--- config.mk ---
export PLATFORM = sky130hd
export DESIGN_NAME = cda_decoder
export DESIGN_NICKNAME = d
export VERILOG_FILES = /design/src/inc/cda_pkg.sv /design/src/hw/cda_decoder.sv
export VERILOG_INCLUDE_DIRS = /design/src /design/src/inc
export SDC_FILE = /design/constraint.sdc
export NUM_CORES = 1
export LEC_CHECK = 0
export BUFFER_PORTS_ARGS = -buffer_cell sky130_fd_sc_hd__buf_2
export CAP_MARGIN = 10
export CORE_ASPECT_RATIO = 0.7
export CORE_MARGIN = 2
export CORE_UTILIZATION = 25
export CTS_CLUSTER_DIAMETER = 80
export DETAILED_ROUTE_END_ITERATION = 7
export REMOVE_ABC_BUFFERS = 1
export SLEW_MARGIN = 25
export SYNTH_ARGS = -nofsm -noshare
export SYNTH_HDL_FRONTEND = slang
export SYNTH_SLANG_ARGS = --single-unit
--- constraint.sdc ---
create_clock -name clk_i -period 15.25 [get_ports clk_i]
set_input_delay 3.05 -clock clk_i [delete_from_list [all_inputs] [get_ports clk_i]]
set_output_delay 3.05 -clock clk_i [all_outputs]
set_load 0.02 [all_outputs]
--- src/inc/cda_defines.svh ---
/*
 * Constants of the compact ALU/immediate decoder: register indices, field
 * positions, reset values and execution timing.
 * Assumes inclusion by bare name; definitions only.
 */
`ifndef CDA_DEFINES_SVH
`define CDA_DEFINES_SVH

// Register indices on the plain register port
`define CDA_ADDR_W 4
`define CDA_IDX_LOW_LAST 4'h7
`define CDA_IDX_PSW 4'h8
`define CDA_IDX_CTRL 4'h9
`define CDA_IDX_COUNT 4'ha

// Status word flag positions
`define CDA_PSW_N 31
`define CDA_PSW_Z 30
`define CDA_PSW_C 29
`define CDA_PSW_V 28

// Reset values
`define CDA_CTRL_EN_BIT 0
`define CDA_CTRL_RST 1'h1
`define CDA_FLAGS_RST 4'h0
`define CDA_REG_RST 32'h0000_0000

// Format identification
`define CDA_SHIFT_TOP 3'h0
`define CDA_ADDSUB_TOP 5'h03
`define CDA_IMM_TOP 3'h1

// Cycles from issue to completion, same as the word-wide equivalents
`define CDA_EXEC_CYCLES 1

`endif

--- src/inc/cda_pkg.sv ---
/*
 * Types of the compact ALU/immediate decoder.
 * Assumes nothing beyond a SystemVerilog compiler.
 */
package cda_pkg;

    typedef struct packed {
        logic n;
        logic z;
        logic c;
        logic v;
    } cda_flags_type;

    typedef enum logic [1:0] {
        logical_left_shift = 2'h0,
        logical_right_shift = 2'h1,
        arithmetic_right_shift = 2'h2
    } cda_shift_type;

    typedef enum logic [1:0] {
        move_op = 2'h0,
        compare_op = 2'h1,
        add_imm_op = 2'h2,
        sub_imm_op = 2'h3
    } cda_imm_op_type;

    typedef struct packed {
        logic [3:0] addr;
        logic [31:0] wdata;
        logic wr;
        logic rd;
    } cda_bus_req_type;

endpackage

--- src/hw/cda_decoder.sv ---
/*
 * Executes shift-by-immediate, add/subtract and 8-bit immediate compact
 * instructions on eight low_bank registers and the status word flags.
 * Assumes one core clock, synchronous active-low reset, and a register
 * port master that never asserts both strobes at once.
 */
// Function
// - Shift op 00: logical left shift source by amount into destination.
// - Shift op 01: logical right shift source by amount into destination.
// - Shift op 10: arithmetic right shift source into destination.
// - Every instruction of these formats updates the status flags.
// - Add second source register to first source, write destination.
// - Add zero-extended 3-bit immediate to source, write destination.
// - Subtract second source register from first source, write result.
// - Subtract 3-bit immediate from source, write destination.
// - Immediate op 00: load zero-extended byte into destination.
// - Immediate op 01: compare by subtraction, flags only.
// - Immediate op 10: add byte to destination in place.
// - Immediate op 11: subtract byte from destination in place.
// - Each instruction takes as many cycles as its wide equivalent.
// - Add outside these formats leaves the flags unchanged.
// - Move outside the immediate format leaves the flags unchanged.
`timescale 1ns/1ps
`default_nettype none
`include "cda_defines.svh"

module cda_decoder (
    input wire logic clk_i,
    input wire logic rst_b_i,
    input wire logic instr_valid_i,
    input wire logic [15:0] instr_i,
    input wire logic [3:0] reg_addr_i,
    input wire logic [31:0] reg_wdata_i,
    input wire logic reg_wr_i,
    input wire logic reg_rd_i,
    output logic [31:0] reg_rdata_o,
    output logic done_o,
    output logic unsupported_o,
    output cda_pkg::cda_flags_type flags_o
);

    logic [31:0] regs_q [8];
    cda_pkg::cda_flags_type flags_q;
    logic en_q;
    logic [31:0] count_q;
    cda_pkg::cda_bus_req_type bus;

    logic go;
    logic is_shift;
    logic is_addsub;
    logic is_imm;
    logic [1:0] op2;
    logic [4:0] amt;
    logic [2:0] dst;
    logic [2:0] src;
    logic [2:0] fld_hi;
    logic [7:0] byte_imm;
    logic [31:0] opa;
    logic [31:0] opb;
    logic do_sub;
    logic [32:0] sum33;
    logic [32:0] sh33;
    logic [31:0] res;
    cda_pkg::cda_flags_type nf;
    logic wr_en;
    logic [2:0] wr_dst;

    assign bus = '{addr: reg_addr_i, wdata: reg_wdata_i,
                   wr: reg_wr_i, rd: reg_rd_i};
    assign go = instr_valid_i && en_q;

    // Field slicing
    assign op2 = instr_i[12:11];
    assign amt = instr_i[10:6];
    assign src = instr_i[5:3];
    assign dst = instr_i[2:0];
    assign fld_hi = instr_i[10:8];
    assign byte_imm = instr_i[7:0];
    assign is_shift = (instr_i[15:13] == `CDA_SHIFT_TOP)
                      && (op2 != 2'h3);
    assign is_addsub = (instr_i[15:11] == `CDA_ADDSUB_TOP);
    assign is_imm = (instr_i[15:13] == `CDA_IMM_TOP);

    // Shared adder: subtraction is a + ~b + 1, carry out is not-borrow
    always_comb begin
        opa = regs_q[src];
        opb = 32'h0;
        do_sub = 1'b0;
        wr_dst = dst;
        if (is_addsub) begin
            do_sub = instr_i[9];
            if (instr_i[10]) begin
                opb = {29'h0, instr_i[8:6]};
            end else begin
                opb = regs_q[instr_i[8:6]];
            end
        end else if (is_imm) begin
            wr_dst = fld_hi;
            opa = regs_q[fld_hi];
            opb = {24'h0, byte_imm};
            do_sub = op2[0];
        end
        sum33 = {1'b0, opa} + {1'b0, (do_sub ? ~opb : opb)}
                + {32'h0, do_sub};
    end

    // Barrel shift; a zero right-shift amount encodes a shift by 32
    always_comb begin
        sh33 = 33'h0;
        case (op2)
            cda_pkg::logical_left_shift: begin
                sh33 = {1'b0, regs_q[src]} << amt;
            end
            cda_pkg::logical_right_shift: begin
                if (amt == 5'h0) begin
                    sh33 = {32'h0, regs_q[src][31]};
                end else begin
                    sh33 = {regs_q[src], 1'b0} >> amt;
                end
            end
            cda_pkg::arithmetic_right_shift: begin
                if (amt == 5'h0) begin
                    sh33 = {{32{regs_q[src][31]}}, regs_q[src][31]};
                end else begin
                    sh33 = 33'($signed({regs_q[src], 1'b0}) >>> amt);
                end
            end
            default: begin
                sh33 = 33'h0;
            end
        endcase
    end

    // Result, write enable and next flags
    always_comb begin
        res = sum33[31:0];
        wr_en = 1'b0;
        nf = flags_q;
        if (is_shift) begin
            wr_en = 1'b1;
            if (op2 == cda_pkg::logical_left_shift) begin
                res = sh33[31:0];
                // Shift by zero keeps carry, as the wide move does
                nf.c = (amt == 5'h0) ? flags_q.c : sh33[32];
            end else begin
                res = sh33[32:1];
                nf.c = sh33[0];
            end
        end else if (is_addsub) begin
            wr_en = 1'b1;
            nf.c = sum33[32];
            nf.v = (opa[31] == (do_sub ? ~opb[31] : opb[31]))
                   && (sum33[31] != opa[31]);
        end else if (is_imm) begin
            if (op2 == cda_pkg::move_op) begin
                res = {24'h0, byte_imm};
                wr_en = 1'b1;
            end else begin
                wr_en = (op2 != cda_pkg::compare_op);
                nf.c = sum33[32];
                nf.v = (opa[31] == (do_sub ? ~opb[31] : opb[31]))
                       && (sum33[31] != opa[31]);
            end
        end
        nf.n = res[31];
        nf.z = (res == 32'h0);
    end

    // Register file; an executing instruction wins over a bus write
    always_ff @(posedge clk_i) begin
        if (!rst_b_i) begin
            for (int i = 0; i < 8; i++) begin
                regs_q[i] <= `CDA_REG_RST;
            end
        end else begin
            if (bus.wr && (bus.addr <= `CDA_IDX_LOW_LAST)) begin
                regs_q[bus.addr[2:0]] <= bus.wdata;
            end
            if (go && wr_en) begin
                regs_q[wr_dst] <= res;
            end
        end
    end

    // Flags change only for the three formats decoded here and on a status word write
    always_ff @(posedge clk_i) begin
        if (!rst_b_i) begin
            flags_q <= `CDA_FLAGS_RST;
        end else if (go && (is_shift || is_addsub || is_imm)) begin
            flags_q <= nf;
        end else if (bus.wr && (bus.addr == `CDA_IDX_PSW)) begin
            flags_q <= bus.wdata[`CDA_PSW_N:`CDA_PSW_V];
        end
    end

    // Control and completion count
    always_ff @(posedge clk_i) begin
        if (!rst_b_i) begin
            en_q <= `CDA_CTRL_RST;
            count_q <= 32'h0;
        end else begin
            if (bus.wr && (bus.addr == `CDA_IDX_CTRL)) begin
                en_q <= bus.wdata[`CDA_CTRL_EN_BIT];
            end
            if (bus.wr && (bus.addr == `CDA_IDX_COUNT)) begin
                count_q <= 32'h0;
            end else if (go && (is_shift || is_addsub || is_imm)) begin
                count_q <= count_q + 32'h1;
            end
        end
    end

    // Single-cycle completion matches the one-cycle wide data operations
    always_ff @(posedge clk_i) begin
        if (!rst_b_i) begin
            done_o <= 1'b0;
            unsupported_o <= 1'b0;
        end else begin
            done_o <= go && (is_shift || is_addsub || is_imm);
            unsupported_o <= go && !(is_shift || is_addsub || is_imm);
        end
    end

    always_ff @(posedge clk_i) begin
        if (!rst_b_i) begin
            flags_o <= `CDA_FLAGS_RST;
        end else begin
            flags_o <= (go && (is_shift || is_addsub || is_imm)) ? nf
                     : (bus.wr && (bus.addr == `CDA_IDX_PSW))
                       ? cda_pkg::cda_flags_type'(bus.wdata[31:28])
                       : flags_q;
        end
    end

    // Read data stands only in the cycle after the strobe
    always_ff @(posedge clk_i) begin
        if (!rst_b_i) begin
            reg_rdata_o <= 32'h0;
        end else if (!bus.rd) begin
            reg_rdata_o <= 32'h0;
        end else if (bus.addr <= `CDA_IDX_LOW_LAST) begin
            reg_rdata_o <= regs_q[bus.addr[2:0]];
        end else if (bus.addr == `CDA_IDX_PSW) begin
            reg_rdata_o <= {flags_q, 28'h0};
        end else if (bus.addr == `CDA_IDX_CTRL) begin
            reg_rdata_o <= {31'h0, en_q};
        end else if (bus.addr == `CDA_IDX_COUNT) begin
            reg_rdata_o <= count_q;
        end else begin
            reg_rdata_o <= 32'h0;
        end
    end
endmodule

`default_nettype wire

Yosys cells after proc, flatten, opt, wreduce, memory -nomap -nowiden:

Memories as Yosys holds them, arrays and structs flattened.
Index checks and enable logic that the tools add are counted.

* reductions and logical operators: 24
* shifts and indexed selects: 3
* bitwise logic cells: 3
* order comparisons: 1
* muxes and demuxes: 49
* eq/ne operators: 17
* add/subtract/negate cells: 3

Operators with widths (number)
* $mux 32: 16
* $pmux 33 s3: 1
* $mux 33: 2
* $reduce_or 32->1: 2
* $add 32x32->33: 1
* $add 33x1->33: 1
* $shl 32x5->33: 1
* $shr 33x5->33: 1
* $sshr 33x5->33: 1
* $add 32x1->32 const B: 1
* $logic_not 32->1: 1
* $not 32->32: 1
* $mux 1: 20
* $eq 4x4->1 const B: 3
* $mux 3: 4
* $ne 4x4->1 const B: 3
* $logic_and 1x1->1: 10
* $mux 4: 2
* $mux 8: 1
* $reduce_and 4->1: 2
* $mux 2: 3
* $ne 3x3->1 const B: 2
* $eq 5x2->1 const B: 1
* $logic_not 5->1: 1
* 16 further kinds: 19

* input port bits: 57
* RAM bits: 256
* memories: 1
* output and inout port bits: 38
* logic and storage cells: 110
* bits in registers: 71

Memories
* regs_q: words 8, width 32, rd ports 4, clocked after Yosys merged registers in 0, write ports 8, line cda_decoder.sv:42 `logic [31:0] regs_q [8];`

Depth between registers and ports, before layout:

* word-level depth: 14
* gate-level depth with buffers: 27
* depth with buffers taken out: 18

Least setup slack after synthesis:

No wires, ideal clock.

* kind: input to register
* start point: input port instr_i[8]
* end point: register flags_o[2] in the netlist's numbering
* required time: 15191 ps
* setup slack: 6210 ps
* library setup time: 59 ps
* path buffers: 7
* stages: 25
* arrival time: 8981 ps
* cells stage by stage: buf_2 > buf_1 > buf_2 > buf_1 > clkbuf_1 > clkbuf_1 > clkbuf_1 > mux4_2 > nand3_1 > nand2_1 > a22oi_1 > xor2_1 > fa_1 > a211oi_1 > nor2_1 > o211ai_1 > a21oi_1 > or4b_1 > a311o_1 > a21oi_1 > xnor2_1 > a21oi_1 > o211a_1 > nand4_1 > nand2_1

* word-level cells in the longest chain between the ends: 13
* elaborated cells on any way between the ends: 23
* those cells by class: add/sub: 2; shift: 3; mux: 14; bitwise: 1; reduce/logical: 2; memory: 1

RTL lines
* start: declaration: line cda_decoder.sv:31 `input wire logic [15:0] instr_i,`
* $mem_v2 8x32
* $mux 32: line cda_decoder.sv:92 `if (instr_i[10]) begin`
* $mux 32: line cda_decoder.sv:90 `if (is_addsub) begin`
* $not 32->32: line cda_decoder.sv:103 `sum33 = {1'b0, opa} + {1'b0, (do_sub ? ~opb : opb)}`
* $mux 32: line cda_decoder.sv:103
* $add 32x32->33: line cda_decoder.sv:103
* $add 33x1->33: line cda_decoder.sv:104 `+ {32'h0, do_sub};`
* $mux 32: line cda_decoder.sv:155 `if (op2 == cda_pkg::move_op) begin`
* $mux 32: line cda_decoder.sv:154 `end else if (is_imm) begin`
* $mux 32: line cda_decoder.sv:149 `end else if (is_addsub) begin`
* $mux 32 (*): line cda_decoder.sv:139 `if (is_shift) begin`
* $logic_not 32->1 (*): line cda_decoder.sv:166 `nf.z = (res == 32'h0);`
* $mux 4 (*): line cda_decoder.sv:228 `flags_o <= (go && (is_shift || is_addsub || is_imm)) ? nf`
* end signal: assignment: line cda_decoder.sv:226 `` flags_o <= `CDA_FLAGS_RST; ``
* end signal: assignment: line cda_decoder.sv:228
* end: declaration: line cda_decoder.sv:39 `output cda_pkg::cda_flags_type flags_o`

Every way passes the cells marked *; elsewhere a longest branch is shown, timed or not.
A chain may end at the register's enable or synchronous reset.

Worst setup path after layout:

* start point: input port instr_i[15]
* end point: register flags_o[2] in the netlist's numbering

* word-level cells in the longest chain between the ends: 13
* elaborated cells on any way between the ends: 24
* those cells by class: add/sub: 2; eq/ne: 2; mux: 12; bitwise: 1; reduce/logical: 7

RTL lines
* $eq 3x1->1 (no line)
* $mux 8: line cda_decoder.sv:97 `end else if (is_imm) begin`
* $mux 32: line cda_decoder.sv:90
* $not 32->32: line cda_decoder.sv:103
* $mux 32: line cda_decoder.sv:103
* $add 32x32->33: line cda_decoder.sv:103
* $add 33x1->33: line cda_decoder.sv:104
* $mux 32: line cda_decoder.sv:155
* $mux 32: line cda_decoder.sv:154
* $mux 32: line cda_decoder.sv:149
* $mux 32: line cda_decoder.sv:139
* $logic_not 32->1: line cda_decoder.sv:166
* $mux 4: line cda_decoder.sv:228

Parallel ways exist; a longest one is shown, timed or not.

==> reports/results.tsv <==
stage	metric	value	unit
status	status	complete, no violations	
cts	clk_latency	0.61	ns
timing	worst_pin_slew	1.16	ns
drt	avgRoutedWirePerCell	34.1	microns
die	placementRows	107	
synth	ys_async_sr_fraction	0	
die	io_pins	95	
die	die_height	298	microns
synth	synth_top_area_cell	edfxtp_1	
global_route	grt_pass1_vias	27600	
global_route	grt_overflow	0	
layout	layout_common_cells	o21ai_0, nand2_1, mux4_2	
flow_run	maxCapViolations	0	
pwr	p_leak	11.6	nW
global_route	track_usage	0.250	
place	place.gp.congestion	1.11	
global_route	grt_pass1_wl	227000	microns
worst_setup_path	crit_required	15.81	ns
drt	via_per_inst	6.36	
drt	dr.pass1.iters	6	
cts	cts_resized	0	
synth	netlist_instances	3230	
layout	area_growth	10.7	%
synth	ys_ff_latch	327	
cts	cts_tree	done	
drt	num_vias	30600	
timing	hold_viol	0	
timing	timing.fmax	0.0980	GHz
synth	synth_flop_cell	edfxtp_1	
worst_setup_path	worstSetupPathType	primary input to flop	
timing	rsz0062_at_grt	false	
timing	setup_tns	0	ns
pwr	ir_worst_vdd	0.0000667	V
cts	clkTransAtPathRegs	0.07	ns
pwr	p_total	0.00291	W
layout	final_nets	3228	
worst_setup_path	cp.arrival	10.76	ns
synth	synth_cell_types	101	
die	coreArea	122000	sq um
synth	ys_warn_count	0	
cts	clock_sinks	327	
die	dieArea	126000	sq um
timing	slew_headroom	0.228	
drt	drtIter0Drc	5477	
cts	cts_max_level	2	
cts	hold_buffers	0	
global_route	grt_max_degree	125	
synth	synthTopCellsByArea	edfxtp_1, mux4_2, o21ai_0	
timing	post-route-period-util	0.669	
synth	synth_area_per_cell	9.54	sq um
timing	period_needed	10.21	ns
timing	setup_viol	0	
worst_setup_path	cp_max_fo	35	
cts	cts_max_path_buffers	3	
die	initial_core_util	0.253	
worst_setup_path	worstSetupStartpointType	primary input	
timing	drv_slew	0	
timing	fin_skew	0.0343	ns
cts	cts_setup_buffers	0	
drt	remaining_drc_errors	0	
synth	synth.top_cell.area_share	0.249	
drt	ant_nets	0	
synth	synth_area	30800	sq um
place	numPortBuffers	94	
worst_setup_path	cp-end-kind	flop	
die	die_x	424	microns
drt	drt-total-wl	164000	microns
layout	layout_commonest_cell	o21ai_0	
cts	root_buffer	clkbuf_16	
worst_hold_path	hold_class	flop to flop	
synth	synth-edff-count	256	
layout	final_layout_size_suffix_gt1_frac	0.214	
place	place_hpwl	119000	microns
cts	numCtsBuffers	36	
synth	synth_seq_area_share	0.296	
global_route	antenna_found_initial	15	
pwr	power.density	85.3	nW/um^2
==> power breakdown <==
| group | switching (W) | total (W) | internal (W) |
|---|---|---|---|
| clock | 0.000426 | 0.000936 | 0.000510 |
| sequential | 0.0000378 | 0.00103 | 0.000995 |
| combinational | 0.000634 | 0.000939 | 0.000305 |
==> stage by stage <==
step / util / area [sq um] / instances / hold slack [ns] / setup WS [ns]
floorplan: - / 29400 / 2906 / 0.456 / 5.47
finish: 0.280 / 34100 / 4801 / 0.518 / 5.04
CTS: 0.279 / 34100 / 4799 / 0.503 / 5.68
detailed placement: 0.270 / 32900 / 4734 / 0.481 / 5.05
global route: 0.280 / 34100 / 4800 / 0.523 / 5.12
global placement: 0.269 / 32800 / 4731 / 0.481 / 5.09
==> critical path, cell delays in order <==
cell	delay, ns
buf_2	0.11
nor2_1	0.30
and2_2	0.79
buf_4	0.54
a22oi_2	0.14
buf_4	0.33
xor2_1	0.28
fa_1	0.50
a211oi_1	0.26
nor2_1	0.18
o211ai_1	0.71
a21oi_1	0.33
nor3_1	0.28
xor2_1	0.17
nor2_1	0.07
a21oi_1	0.74
nand4_1	0.61
nor4_2	0.93
nand4_1	0.19
nand2_1	0.13
==> final timing paths <==
check,from,cells past startpoint,to,slack (ns)
setup / recovery,instr_i[15],20,flags_o[2],5.04
hold / removal,en_q,2,unsupported_o,0.52
setup reg to reg,regs_q[6][0],18,flags_o[2],8.35
hold reg to reg,en_q,2,unsupported_o,0.52
==> cells in the mapped netlist, types with 12 or more instances <==
cell type  instances
nand3_1          262
nand4_1           27
o32ai_1           20
or3_1             16
a21o_1            17
o211ai_1          15
nor2b_1           19
a211oi_1          28
and3_1            20
nor3_1            39
xor2_1            32
a22oi_1           31
mux2i_1          151
a21oi_1          144
o21ai_0          341
or2_2             14
nor2_1           263
nand2_1          319
inv_1             23
mux4_2           279
a31oi_1           48
mux2_2            70
nand2b_1          15
buf_6             12
o21a_1            13
o221ai_1          16
ha_1              32
buf_1             79
buf_2             31
o22ai_1           62
xnor2_1           44
edfxtp_1         256
clkbuf_1         196
dfxtp_1           71
==> metal layers <==
layer / GRT usage / vias to the layer above / share of wire
li1: - / 12500 / -
met1: 0.386 / 15400 / 0.45
met2: 0.327 / 2384 / 0.38
met3: 0.0739 / 254 / 0.13
met4: 0.0739 / 4 / 0.033
met5: 0 / - / 0.00018
==> final cells by class <==
type,instances,area [sq um]
clock buffers,48,1010
clock inverters,17,176
diodes,1,2.50
fillers,12800,87900
flip-flops and latches,327,9110
multi-input cells,2554,20400
inverters,25,95.1
well taps,1635,2050
repair buffers,194,1290
==> logic make-up (layout without fill, tap and decap cells) <==
family	Yosys count	in the layout	synth area share
adders and majority gates	33	33	0.0136
muxes	503	503	0.280
AOI/OAI and AO/OA	889	889	0.184
DFF	327	327	0.296
other	0	1	0
buffers and inverters	349	284	0.0483
and+or+nand+nor	1053	1053	0.157
xor gates and xnor gates	76	76	0.0216
==> registers in the layout, indices dropped and copies added, names as in the netlist <==
signal         flops
regs_q           256
flags_o            4
en_q               1
unsupported_o      1
count_q           32
reg_rdata_o       32
done_o             1
Power figures use the tool's default switching activity.
